[config.mk]
export PLATFORM = sky130hd
export DESIGN_NAME = ddp_top
export DESIGN_NICKNAME = d
export VERILOG_FILES = /design/src/hdl/ddp_pkg.sv /design/src/hdl/ddp_ptr_if.sv /design/src/hdl/ddp_pointer.sv /design/src/hdl/ddp_top.sv
export SDC_FILE = /design/constraint.sdc
export NUM_CORES = 1
export LEC_CHECK = 0
export BUFFER_PORTS_ARGS = -buffer_cell sky130_fd_sc_hd__buf_2
export CAP_MARGIN = 10
export CORE_AREA = 4 4 90 92
export CTS_CLUSTER_DIAMETER = 150
export DETAILED_ROUTE_END_ITERATION = 16
export DIE_AREA = 0 0 94 96
export PLACE_DENSITY = 0.84
export SLEW_MARGIN = 20
export SYNTH_ARGS = -nofsm -noshare
export SYNTH_HDL_FRONTEND = slang
export SYNTH_SLANG_ARGS = --single-unit
export TNS_END_PERCENT = 1
[constraint.sdc]
create_clock -name i_core_clk -period 2.2 [get_ports i_core_clk]
set_input_delay 0.22 -clock i_core_clk [delete_from_list [all_inputs] [get_ports i_core_clk]]
set_output_delay 0.22 -clock i_core_clk [all_outputs]
set_load 0.01 [all_outputs]
[src/hdl/ddp_pkg.sv]
// ddp_pkg: constants shared by the dual data pointer block.
// assumes an 8-bit special-function register bus with 8-bit addresses.
package ddp_pkg;
    // ------------------------------------------------------------
    // register map
    // ------------------------------------------------------------
    localparam logic [7:0] DDP_AUX_ADDR = 8'hA2;
    // the core reaches the active pointer as two byte registers
    localparam logic [7:0] DDP_PTR_LO_ADDR = 8'h82;
    localparam logic [7:0] DDP_PTR_HI_ADDR = 8'h83;
    // ------------------------------------------------------------
    // field positions
    // ------------------------------------------------------------
    localparam int DDP_SEL_BIT = 0;
    localparam int DDP_ZERO_BIT = 2;
    localparam int DDP_FLAG_BIT = 3;
    localparam int DDP_BOOT_BIT = 5;
    localparam logic [7:0] DDP_RSVD_MASK = 8'hD2;
    // ------------------------------------------------------------
    // values after reset and boot window
    // ------------------------------------------------------------
    localparam logic [15:0] DDP_PTR_RESET = 16'h0000;
    localparam logic DDP_SEL_RESET = 1'b0;
    localparam logic DDP_FLAG_RESET = 1'b0;
    localparam logic [15:0] DDP_BOOT_BASE = 16'hF800;
    localparam logic [15:0] DDP_BOOT_TOP = 16'hFFFF;
    localparam int DDP_PTR_COUNT = 2;
endpackage : ddp_pkg

[src/hdl/ddp_ptr_if.sv]
// ddp_ptr_if: write and read path between the top and each pointer.
// assumes one clock domain shared with the pointer modules.
`timescale 1ns/10ps
`default_nettype none
interface ddp_ptr_if;
    logic wr_lo;
    logic wr_hi;
    logic inc;
    logic ld;
    logic [7:0] wdata;
    logic [15:0] ldata;
    logic [15:0] value;
    modport ctrl (output wr_lo, wr_hi, inc, ld, wdata, ldata, input value);
    modport ptr (input wr_lo, wr_hi, inc, ld, wdata, ldata, output value);
endinterface : ddp_ptr_if
`default_nettype wire

[src/hdl/ddp_pointer.sv]
// ddp_pointer: one 16-bit data pointer with byte writes, load and increment.
// assumes strobes are only raised for the selected pointer.
`timescale 1ns/10ps
`default_nettype none
module ddp_pointer import ddp_pkg::*; #(
    parameter int WIDTH = 16
) (
    input wire logic i_core_clk,
    input wire logic i_rst,
    input wire logic i_ce,
    ddp_ptr_if.ptr bus
);
    typedef struct packed {
        logic [WIDTH-1:0] value;
    } ddp_ptr_s;
    ddp_ptr_s st;
    ddp_ptr_s next_st;

    always_comb begin
        next_st = st;
        if (bus.ld) begin
            next_st.value = bus.ldata;
        end else if (bus.inc) begin
            next_st.value = st.value + 16'h0001;
        end else begin
            if (bus.wr_lo) begin
                next_st.value[7:0] = bus.wdata;
            end
            if (bus.wr_hi) begin
                next_st.value[15:8] = bus.wdata;
            end
        end
    end

    always_ff @(posedge i_core_clk) begin
        if (i_rst) begin
            st.value <= DDP_PTR_RESET;
        end else if (i_ce) begin
            st <= next_st;
        end
    end

    assign bus.value = st.value;
endmodule : ddp_pointer
`default_nettype wire

[src/hdl/ddp_top.sv]
// ddp_top: dual data pointer with the auxiliary pointer and boot control register.
// assumes the core raises one-cycle strobes on the register bus and supplies
// read-modify-write for increment as i_sfr_inc on the auxiliary address.
//
// How it works
// - two separate 16-bit pointers, either can address external data memory
// - control bit 0 picks pointer: zero first, one second
// - control bit 5 maps boot memory into code space F800h..FFFFh
// - control bit 2 reads zero, ignores writes; increment leaves flag unchanged
// - reserved bits 7,6,4,1 read zero; software writes zero there
// - incrementing the control register toggles the select bit
`timescale 1ns/10ps
`default_nettype none
module ddp_top import ddp_pkg::*; (
    input wire logic i_core_clk,
    input wire logic i_rst,
    input wire logic i_ce,
    input wire logic i_sfr_wr,
    input wire logic i_sfr_inc,
    input wire logic [7:0] i_sfr_addr,
    input wire logic [7:0] i_sfr_wdata,
    input wire logic i_ptr_inc,
    input wire logic i_ptr_ld,
    input wire logic [15:0] i_ptr_ldata,
    input wire logic i_bootloader_jump_fuse,
    input wire logic [15:0] i_code_addr,
    output logic [7:0] o_sfr_rdata,
    output logic [15:0] o_xdata_addr,
    output logic o_boot_map_enable,
    output logic o_boot_hit
);
    // ------------------------------------------------------------
    // state
    // ------------------------------------------------------------
    typedef struct packed {
        logic pointer_select;
        logic user_flag_bit;
        logic boot_map_enable;
        logic fuse_pending;
        logic [7:0] rdata;
        logic [15:0] xaddr;
        logic boot_hit;
    } ddp_state_s;
    ddp_state_s st;
    ddp_state_s next_st;

    // fuse is a strap: sync before use, caught after reset release
    logic fuse_s1;
    logic fuse_s2;

    ddp_ptr_if pif [DDP_PTR_COUNT] ();
    logic [15:0] active_ptr;
    logic [7:0] aux_image;
    logic aux_wr;
    logic aux_inc;

    assign aux_wr = i_sfr_wr && (i_sfr_addr == DDP_AUX_ADDR);
    assign aux_inc = i_sfr_inc && (i_sfr_addr == DDP_AUX_ADDR);

    // ------------------------------------------------------------
    // pointers
    // ------------------------------------------------------------
    genvar g;
    generate
        for (g = 0; g < DDP_PTR_COUNT; g++) begin : g_ptr
            logic mine;
            assign mine = (st.pointer_select == 1'(g));
            assign pif[g].wr_lo = mine && i_sfr_wr && (i_sfr_addr == DDP_PTR_LO_ADDR);
            assign pif[g].wr_hi = mine && i_sfr_wr && (i_sfr_addr == DDP_PTR_HI_ADDR);
            assign pif[g].inc = mine && i_ptr_inc;
            assign pif[g].ld = mine && i_ptr_ld;
            assign pif[g].wdata = i_sfr_wdata;
            assign pif[g].ldata = i_ptr_ldata;
            ddp_pointer #(.WIDTH(16)) u_ptr (
                .i_core_clk(i_core_clk),
                .i_rst(i_rst),
                .i_ce(i_ce),
                .bus(pif[g])
            );
        end
    endgenerate

    assign active_ptr = st.pointer_select ? pif[1].value : pif[0].value;

    // reserved bits read as zero here; bit 2 is never stored
    always_comb begin
        aux_image = 8'h00;
        aux_image[DDP_SEL_BIT] = st.pointer_select;
        aux_image[DDP_FLAG_BIT] = st.user_flag_bit;
        aux_image[DDP_BOOT_BIT] = st.boot_map_enable;
        aux_image[DDP_ZERO_BIT] = 1'b0;
    end

    // ------------------------------------------------------------
    // next state
    // ------------------------------------------------------------
    always_comb begin
        next_st = st;
        next_st.fuse_pending = 1'b0;
        if (st.fuse_pending) begin
            next_st.boot_map_enable = fuse_s2;
        end
        if (aux_wr) begin
            next_st.pointer_select = i_sfr_wdata[DDP_SEL_BIT];
            next_st.user_flag_bit = i_sfr_wdata[DDP_FLAG_BIT];
            next_st.boot_map_enable = i_sfr_wdata[DDP_BOOT_BIT];
        end else if (aux_inc) begin
            // reserved bit 1, never stored and read as zero, absorbs the carry out of bit 0
            next_st.pointer_select = ~st.pointer_select;
        end
        case (i_sfr_addr)
            DDP_AUX_ADDR: next_st.rdata = aux_image;
            DDP_PTR_LO_ADDR: next_st.rdata = active_ptr[7:0];
            DDP_PTR_HI_ADDR: next_st.rdata = active_ptr[15:8];
            default: next_st.rdata = 8'h00;
        endcase
        next_st.xaddr = active_ptr;
        next_st.boot_hit = st.boot_map_enable
            && (i_code_addr >= DDP_BOOT_BASE) && (i_code_addr <= DDP_BOOT_TOP);
    end

    // ------------------------------------------------------------
    // registers
    // ------------------------------------------------------------
    always_ff @(posedge i_core_clk) begin
        // synchroniser ignores reset so the strap is settled at release
        if (i_ce) begin
            fuse_s1 <= i_bootloader_jump_fuse;
            fuse_s2 <= fuse_s1;
        end
        if (i_rst) begin
            st <= '0;
            st.pointer_select <= DDP_SEL_RESET;
            st.user_flag_bit <= DDP_FLAG_RESET;
            st.fuse_pending <= 1'b1;
        end else if (i_ce) begin
            st <= next_st;
        end
    end

    assign o_sfr_rdata = st.rdata;
    assign o_xdata_addr = st.xaddr;
    assign o_boot_map_enable = st.boot_map_enable;
    assign o_boot_hit = st.boot_hit;
endmodule : ddp_top
`default_nettype wire

==> qor.txt, run 1 <==
RUN STATUS
-------------------------------------------------------------------------------------
Run status                                                               complete, no violations

GLOBAL ROUTE
-------------------------------------------------------------------------------------
Largest net degree at the start of global routing                                  46
Vias in the first global route                                                   3844
First-pass GRT wire length                                                   19500 µm
Met1 layer usage reported by global route                                       0.367
Number of antenna violations at the first check in global routing                   0
Met2 usage in global routing                                                    0.448
Met3 Track Usage GR                                                            0.0743
Global routing usage summed across all routing layers                           0.281
Most crowded layer after global routing                                          met2
Global-route congestion overflow total                                              0

SYNTH
-------------------------------------------------------------------------------------
Post-Synth Simple-Gate Area                                                     0.234
Number of warning messages in the yosys log                                         0
XOR/XNOR Fraction of Synth Area                                                0.0238
Cell taking the most area after synthesis                                     dfxtp_1
Asr flop ratio synth                                                                0
Post-synthesis area per instance                                             7.76 µm²
Adder-cell area share of the yosys netlist                                    0.00619
Synth cell types                                                                   57
Top-area cell type share of the netlist area                                    0.302
Number of standard cells after synthesis                                          521
Combinational family with the most area after synthesis                  compound AO/OA/AOI/OAI gates
Synth area leaders                                                       dfxtp_1, a211oi_1, a21oi_1
Total standard cell area after synthesis                                  0.00405 mm²
Sequential share of the synthesized area                                        0.317
Prevailing post-synth register cell                                           dfxtp_1
Net count after synthesis                                                         579
Mux cell area share after synthesis                                            0.0702
Number of enable flip-flop cells after synthesis                                    2
Synth Area in Compound Gates                                                    0.255
Number of flip-flops and latches in the synthesized netlist                        63

JOB
-------------------------------------------------------------------------------------
Maxcap violations                                                                   0

POWER
-------------------------------------------------------------------------------------
Switching component of the power                                             0.792 mW
Share of total power in combinational logic                                     0.148
Part of the power in the clock network                                          0.387
Power density over the cells                                               575 mW/mm²
Switching portion of total power                                                0.296
Internal power summed over all cells                                          1.88 mW
IR drop worst, VDD                                                           0.263 mV
Power share of the sequential group                                             0.465
Static leakage power                                                          1.76 nW

FLOORPLAN
-------------------------------------------------------------------------------------
Number of placed I/O pins                                                          82
Core ar.                                                                  0.00721 mm²
Die Area                                                                  0.00902 mm²
Vert. Die Dim                                                                   96 µm
Starting density of the core                                                    0.561
Die Width                                                                       94 µm
Number of rows in the core area                                                    31

CLOCKING
-------------------------------------------------------------------------------------
Clock tree from TritonCTS                                                        done
Skew-Pair Late Insertion Delay                                                0.36 ns
Root buf cell                                                                clkbuf_8
Clk slew on worst S/H paths                                                   0.08 ns
Inserted Clock Buffers                                                              9
Clk sinks                                                                          63
H-tree Lvls                                                                         3
Number of buffers on the longest clock path                                         2
CTS hold repair buffers                                                             0

DETAILED ROUTING
-------------------------------------------------------------------------------------
Total Routed Length                                                          12500 µm
Detailed-router iteration count before antenna repair                               5
Routed wirelength normalized by instance count                                18.4 µm
Residual DRC count                                                                  0
Routed vias/inst                                                                 6.15
Final ANT Viol Nets                                                                 0
Detailed router's first-iteration violation count                                 383
Number of vias in the routed layout                                              4162

TIMING
-------------------------------------------------------------------------------------
Number of max-slew violations in the final report                                   0
Transition time at the pin with the least slew margin                        0.506 ns
Final hold violation count                                                          0
Setup Viol. Count Final                                                             0
Max Clock Freq                                                                509 MHz
Post-layout min period                                                        1.96 ns
Max-slew headroom                                                               0.662
Setup repair after global routing missed its margin                             false
Setup skew after layout                                                     0.0120 ns
Share of the clock period used by the worst path after layout                   0.893

FINAL LAYOUT
-------------------------------------------------------------------------------------
Number of nets in the final layout                                                631
Most frequent standard cell in the layout excluding fill and tap cells          buf_2
Final design utilization                                                        0.644
Diodes inserted                                                                     0
Layout overhead on the synthesized area                                         14.9%
Most frequent cells in the layout                                        buf_2, dfxtp_1, nor2_1
Layout cell share with drive strength beyond 1                                  0.239
Post-layout instance count excluding filler cells                                 677

CRITICAL PATH
-------------------------------------------------------------------------------------
Worst setup path category                                                  reg -> reg
Startpoint type of the worst setup path                                          flop
Minimum setup slack among reg-to-reg paths                                    0.24 ns
Worst setup EP type                                                              flop
Worst path arrival time                                                       2.25 ns
Number of cells on the worst reg-to-reg path                                        6
Critical path origin                                                     g_ptr[0].u_ptr.bus.value[2]
Crit path to                                                             g_ptr[0].u_ptr.bus.value[15]
Maximum fanout count along the critical path                                        8
Endpoint of the worst register-to-register path                          g_ptr[0].u_ptr.bus.value[15]
Required arrival time at the worst endpoint                                   2.49 ns
Reg2Reg Launch Point                                                     g_ptr[0].u_ptr.bus.value[2]

HOLD PATH
-------------------------------------------------------------------------------------
Hold Crit Class                                                             in -> reg

PLACEMENT
-------------------------------------------------------------------------------------
Detailed placer's ending HPWL                                                 9420 µm
Final Wtd Congestion                                                            0.969
IO buf count                                                                       70
Placed cells                                                                      661

-- worst max-delay path, cell delays in order (launching register included) --
cell     delay (ns)
dfxtp_1        0.54
nand3_1        0.27
nor4_1         0.36
buf_4          0.19
nand3_1        0.07
o32a_1         0.33
a21oi_1        0.14
-- metrics by stage --
| step | hold WS (ns) | TNS, ns | setup WS, ns | power, mW | instance area, µm² |
|---|---|---|---|---|---|
| floorplan | 0.319 | 0 | 0.175 | 1.51 | 4050 |
| global placement | 0.398 | 0 | 0.00228 | 1.64 | 4450 |
| detailed placement | 0.402 | -0.224 | -0.0602 | 1.66 | 4450 |
| CTS | 0.0307 | 0 | 0.121 | 2.67 | 4640 |
| global route | 0.0251 | 0 | 0.0889 | 2.79 | 4650 |
| finish | 0.0326 | 0 | 0.236 | 2.67 | 4650 |
-- synthesized netlist by cell type (2+ instances only) --
master / n
o211ai_1: 10
clkbuf_1: 29
xnor2_1: 5
nor3b_1: 3
or3b_2: 2
nor2b_1: 6
a2111oi_0: 2
nand2b_1: 7
nor4_1: 6
edfxtp_1: 2
and2_1: 3
o22ai_1: 5
a21o_1: 2
o32a_1: 2
nand3b_1: 3
nor2_1: 57
buf_2: 4
a221o_1: 2
a211o_1: 4
o41ai_2: 2
a221oi_1: 4
nand3_1: 23
nand2_1: 45
nand4_1: 9
and3_1: 5
a21oi_1: 44
xor2_1: 6
ha_1: 2
buf_4: 24
a211oi_1: 33
dfxtp_1: 61
nor3_1: 20
or2_2: 2
a22oi_1: 3
o221ai_1: 2
a311oi_1: 3
mux4_2: 5
mux2i_1: 16
o21ai_0: 23
a21boi_0: 3
buf_1: 5
inv_1: 10
a31oi_1: 3
-- power by group through the flow --
stage	sequential (mW)	combinational [mW]	clock (mW)
2_1_floorplan	1.25	0.266	0
3_3_place_gp	1.26	0.380	0
4_1_cts	1.24	0.391	1.04
5_1_grt	1.25	0.433	1.11
3_5_place_dp	1.27	0.389	0
6_report	1.24	0.396	1.03
-- worst min-delay path by stage --
stage	from	to	slack, ns	depth (start not counted)
after global placement	i_bootloader_jump_fuse	fuse_s1	0.40	1
after CTS	i_bootloader_jump_fuse	fuse_s1	0.03	1
after floorplan	i_bootloader_jump_fuse	fuse_s1	0.32	0
after global routing	i_bootloader_jump_fuse	fuse_s1	0.03	1
after detailed placement	i_bootloader_jump_fuse	fuse_s1	0.40	1
final	i_bootloader_jump_fuse	fuse_s1	0.03	1
-- per-layer routing --
metal / share of wire / vias to the layer above
met1: 0.42 / 1906
li1: - / 2009
met2: 0.46 / 215
met4: 0.033 / 0
met5: 0 / -
met3: 0.093 / 32
-- cells by family after synthesis --
group | count (synthesis)
adder cells (fa/ha/maj) | 2
AO/OA/AOI/OAI | 154
AND/OR/NAND/NOR | 196
XOR/XNOR | 11
flip-flops | 63
multiplexers | 22
buffers and inverters | 73
-- registers in the layout, indices dropped and copies added, names as in the netlist --
signal and count:
o_xdata_addr 16, aux_image 1, fuse_s2 1, g_ptr.u_ptr.bus.value 32, o_boot_hit 1, fuse_s1 1, o_sfr_rdata 8, o_boot_map_enable 1
st 1, g_ptr.mine 1
-- layout make-up --
cell class                      instances  area [µm²]
Multi-Input combinational cell        385        2390
Sequential cell                        63        1280
Tap cell                               99         124
Clock buffer                            9         124
Timing Repair Buffer                  104         618
Clock inverter                          7        72.6
Fill cell                             669        2570
Inverter                               10        37.5
-- timing repair --
| action | in CTS | in global routing |
|---|---|---|
| resized for setup | 0 | 1 |
| buffers inserted | 0 | 0 |
| endpoints found under the setup margin | 0 | 2 |
Power figures use the tool's default switching activity.
==> run 2: changes to the inputs <==
==> constraint.sdc (replaced) <==
create_clock -name i_core_clk -period 2 [get_ports i_core_clk]
set_input_delay 0.2 -clock i_core_clk [delete_from_list [all_inputs] [get_ports i_core_clk]]
set_output_delay 0.2 -clock i_core_clk [all_outputs]
set_load 0.01 [all_outputs]
==> run 2 against run 1 <==
Net effect:
- combinational power up 19%
- maximum frequency grew 3.8%
- final area grew 3.5%
- critical path depth down 1
- clock-buffer cell count up 3
- largest cell class unchanged
==> qor.txt, run 2 (synthesis results as in run 1) <==
POWER
-------------------------------------------------------------------------------------
Static leakage power                                                          1.87 nW
Power density over the cells                                               621 mW/mm²
Share of total power in combinational logic                                     0.158
Switching component of the power                                             0.838 mW
Switching portion of total power                                                0.281
Power share of the sequential group                                             0.456
IR drop worst, VDD                                                           0.308 mV
Part of the power in the clock network                                          0.386
Internal power summed over all cells                                          2.15 mW

GLOBAL ROUTE
-------------------------------------------------------------------------------------
Largest net degree at the start of global routing                                  46
Number of antenna violations at the first check in global routing                   0
First-pass GRT wire length                                                   20600 µm
Global routing usage summed across all routing layers                           0.294
Global-route congestion overflow total                                              0
Vias in the first global route                                                   4078

FINAL LAYOUT
-------------------------------------------------------------------------------------
Final design utilization                                                        0.667
Register bank with the most flops                                        g_ptr.u_ptr.bus.value
Most frequent standard cell in the layout excluding fill and tap cells          buf_2
Layout overhead on the synthesized area                                         18.9%
Most frequent cells in the layout                                        buf_2, dfxtp_1, nor2_1
Design Area, Final                                                        0.00481 mm²
Diodes inserted                                                                     0
Layout cell share with drive strength beyond 1                                  0.268
Multi-input logic area                                                    0.00240 mm²
Area occupied by registers                                                0.00128 mm²
Post-layout instance count excluding filler cells                                 696
Number of nets in the final layout                                                651
Number of filler instances in the final layout                                    655
Largest register FFs                                                               32

FLOORPLAN
-------------------------------------------------------------------------------------
Number of rows in the core area                                                    31
Number of placed I/O pins                                                          82
Vert. Die Dim                                                                   96 µm
Core ar.                                                                  0.00721 mm²
Die Area                                                                  0.00902 mm²
Die Width                                                                       94 µm
Starting density of the core                                                    0.561

CLOCKING
-------------------------------------------------------------------------------------
Clk sinks                                                                          63
H-tree Lvls                                                                         3
Number of buffers on the longest clock path                                         2
Clk slew on worst S/H paths                                                   0.07 ns
Clock tree from TritonCTS                                                        done
Inserted Clock Buffers                                                              9
Skew-Pair Late Insertion Delay                                                0.35 ns
Root buf cell                                                                clkbuf_8
Buffers inserted by post-CTS timing repair                                          0

CRITICAL PATH
-------------------------------------------------------------------------------------
Worst-path cell chain                                                    nand4_1 -> nor2_1 -> a211oi_1 -> or3b_2 -> a211oi_1
Startpoint type of the worst setup path                                          flop
Required arrival time at the worst endpoint                                   2.24 ns
Critical path origin                                                     g_ptr[1].u_ptr.bus.value[3]
CP peak stage delay                                                           0.47 ns
Levels on crit path                                                                 5
Worst setup EP type                                                              flop
Minimum setup slack among reg-to-reg paths                                    0.11 ns
Reg2Reg Launch Point                                                     g_ptr[1].u_ptr.bus.value[3]
Critical Path Slowest Stage Cell                                               or3b_2
Most numerous cell on the critical path                                      a211oi_1
Endpoint of the worst register-to-register path                          g_ptr[1].u_ptr.bus.value[8]
Worst setup path category                                                  reg -> reg
Critical path buffer and inverter count                                             0
Maximum fanout count along the critical path                                        6
Number of cells on the worst reg-to-reg path                                        5
Crit path to                                                             g_ptr[1].u_ptr.bus.value[8]
Worst path arrival time                                                       2.14 ns
Family with the most delay on the worst path                             simple AND/OR/NAND/NOR gates

PLACEMENT
-------------------------------------------------------------------------------------
IO buf count                                                                       70
Worst setup slack before clock tree synthesis                               -0.176 ns
Final Wtd Congestion                                                            0.941
Placed cells                                                                      681
Detailed placer's ending HPWL                                                 9930 µm
Cell Area, Placed                                                         0.00460 mm²

TIMING
-------------------------------------------------------------------------------------
Number of max-slew violations in the final report                                   0
Final hold violation count                                                          0
Setup Viol. Count Final                                                             0
Setup repair after global routing missed its margin                             false
Post-layout min period                                                        1.89 ns
Worst-case setup margin in the final layout                                  0.107 ns
Setup skew after layout                                                     0.0127 ns
Max Clock Freq                                                                528 MHz
Transition time at the pin with the least slew margin                        0.457 ns
Total negative slack for setup checks                                            0 ns
Share of the clock period used by the worst path after layout                   0.946
Max-slew headroom                                                               0.692

DETAILED ROUTING
-------------------------------------------------------------------------------------
Final ANT Viol Nets                                                                 0
Residual DRC count                                                                  0
Detailed-router iteration count before antenna repair                               7
Detailed router's first-iteration violation count                                 438
Total Routed Length                                                          13100 µm
Routed vias/inst                                                                 6.31
Routed wirelength normalized by instance count                                18.8 µm
Number of vias in the routed layout                                              4390

RUN STATUS
-------------------------------------------------------------------------------------
Run status                                                               complete, no violations

HOLD PATH
-------------------------------------------------------------------------------------
Hold Crit Class                                                             in -> reg

JOB
-------------------------------------------------------------------------------------
Maxcap violations                                                                   0

==> run 2: cell count changes in the layout (fill, tap and decap cells not counted), moves of 2 or more <==
cell        delta
clkinvlp_4     -2
dfxtp_2        +2
dfxtp_1        -2
clkbuf_8       +2
buf_4         +20
==> run 2: power groups by stage <==
| stage | Combinational [mW] | Sequential, mW | Clock (mW) |
|---|---|---|---|
| after floorplan | 0.292 | 1.37 | 0 |
| after global placement | 0.449 | 1.39 | 0 |
| after detailed placement | 0.461 | 1.39 | 0 |
| after CTS | 0.465 | 1.36 | 1.16 |
| after global routing | 0.513 | 1.37 | 1.22 |
| final | 0.472 | 1.36 | 1.15 |
==> run 2: worst reg2reg max path: stages, from the launching register on <==
cell	delay, ns
dfxtp_1	0.43
nand4_1	0.21
nor2_1	0.32
a211oi_1	0.12
or3b_2	0.47
a211oi_1	0.24
==> run 2: worst min path at each step <==
| stage | from | end | cells after the start |
|---|---|---|---|
| floorplan | i_bootloader_jump_fuse | fuse_s1 | 0 |
| global placement | i_bootloader_jump_fuse | fuse_s1 | 1 |
| detailed placement | i_bootloader_jump_fuse | fuse_s1 | 1 |
| CTS | i_bootloader_jump_fuse | fuse_s1 | 1 |
| global route | i_bootloader_jump_fuse | fuse_s1 | 1 |
| finish | i_bootloader_jump_fuse | fuse_s1 | 1 |
==> run 2: routing by layer <==
layer	up-vias	part of all wire	global-route usage
met5	-	0	0
met2	247	0.47	0.479
met3	44	0.096	0.0618
li1	2048	-	-
met1	2051	0.40	0.373
met4	0	0.036	0.135
==> run 2: area by class of cell <==
type	instances	area share
tap	99	0.0257
timing repair buffer	124	0.160
multi-input combinational	385	0.499
clock buffer	12	0.0322
inverter	10	0.00780
sequential	63	0.267
clock inverter	3	0.00858
==> run 2: per-stage QoR <==
step / hold slack (ns) / total power [mW]
after floorplan: 0.299 / 1.66
after global placement: 0.376 / 1.84
after detailed placement: 0.379 / 1.85
after CTS: 0.0240 / 2.98
after global routing: 0.0198 / 3.10
final: 0.0303 / 2.99
==> run 2: repair_timing <==
item                                    CTS  global route
endpoints found under the setup margin    3             6
resized for setup                         1             4
hold buffers                              0             0
pin swaps                                 0             0
endpoints found under the hold margin     0             0
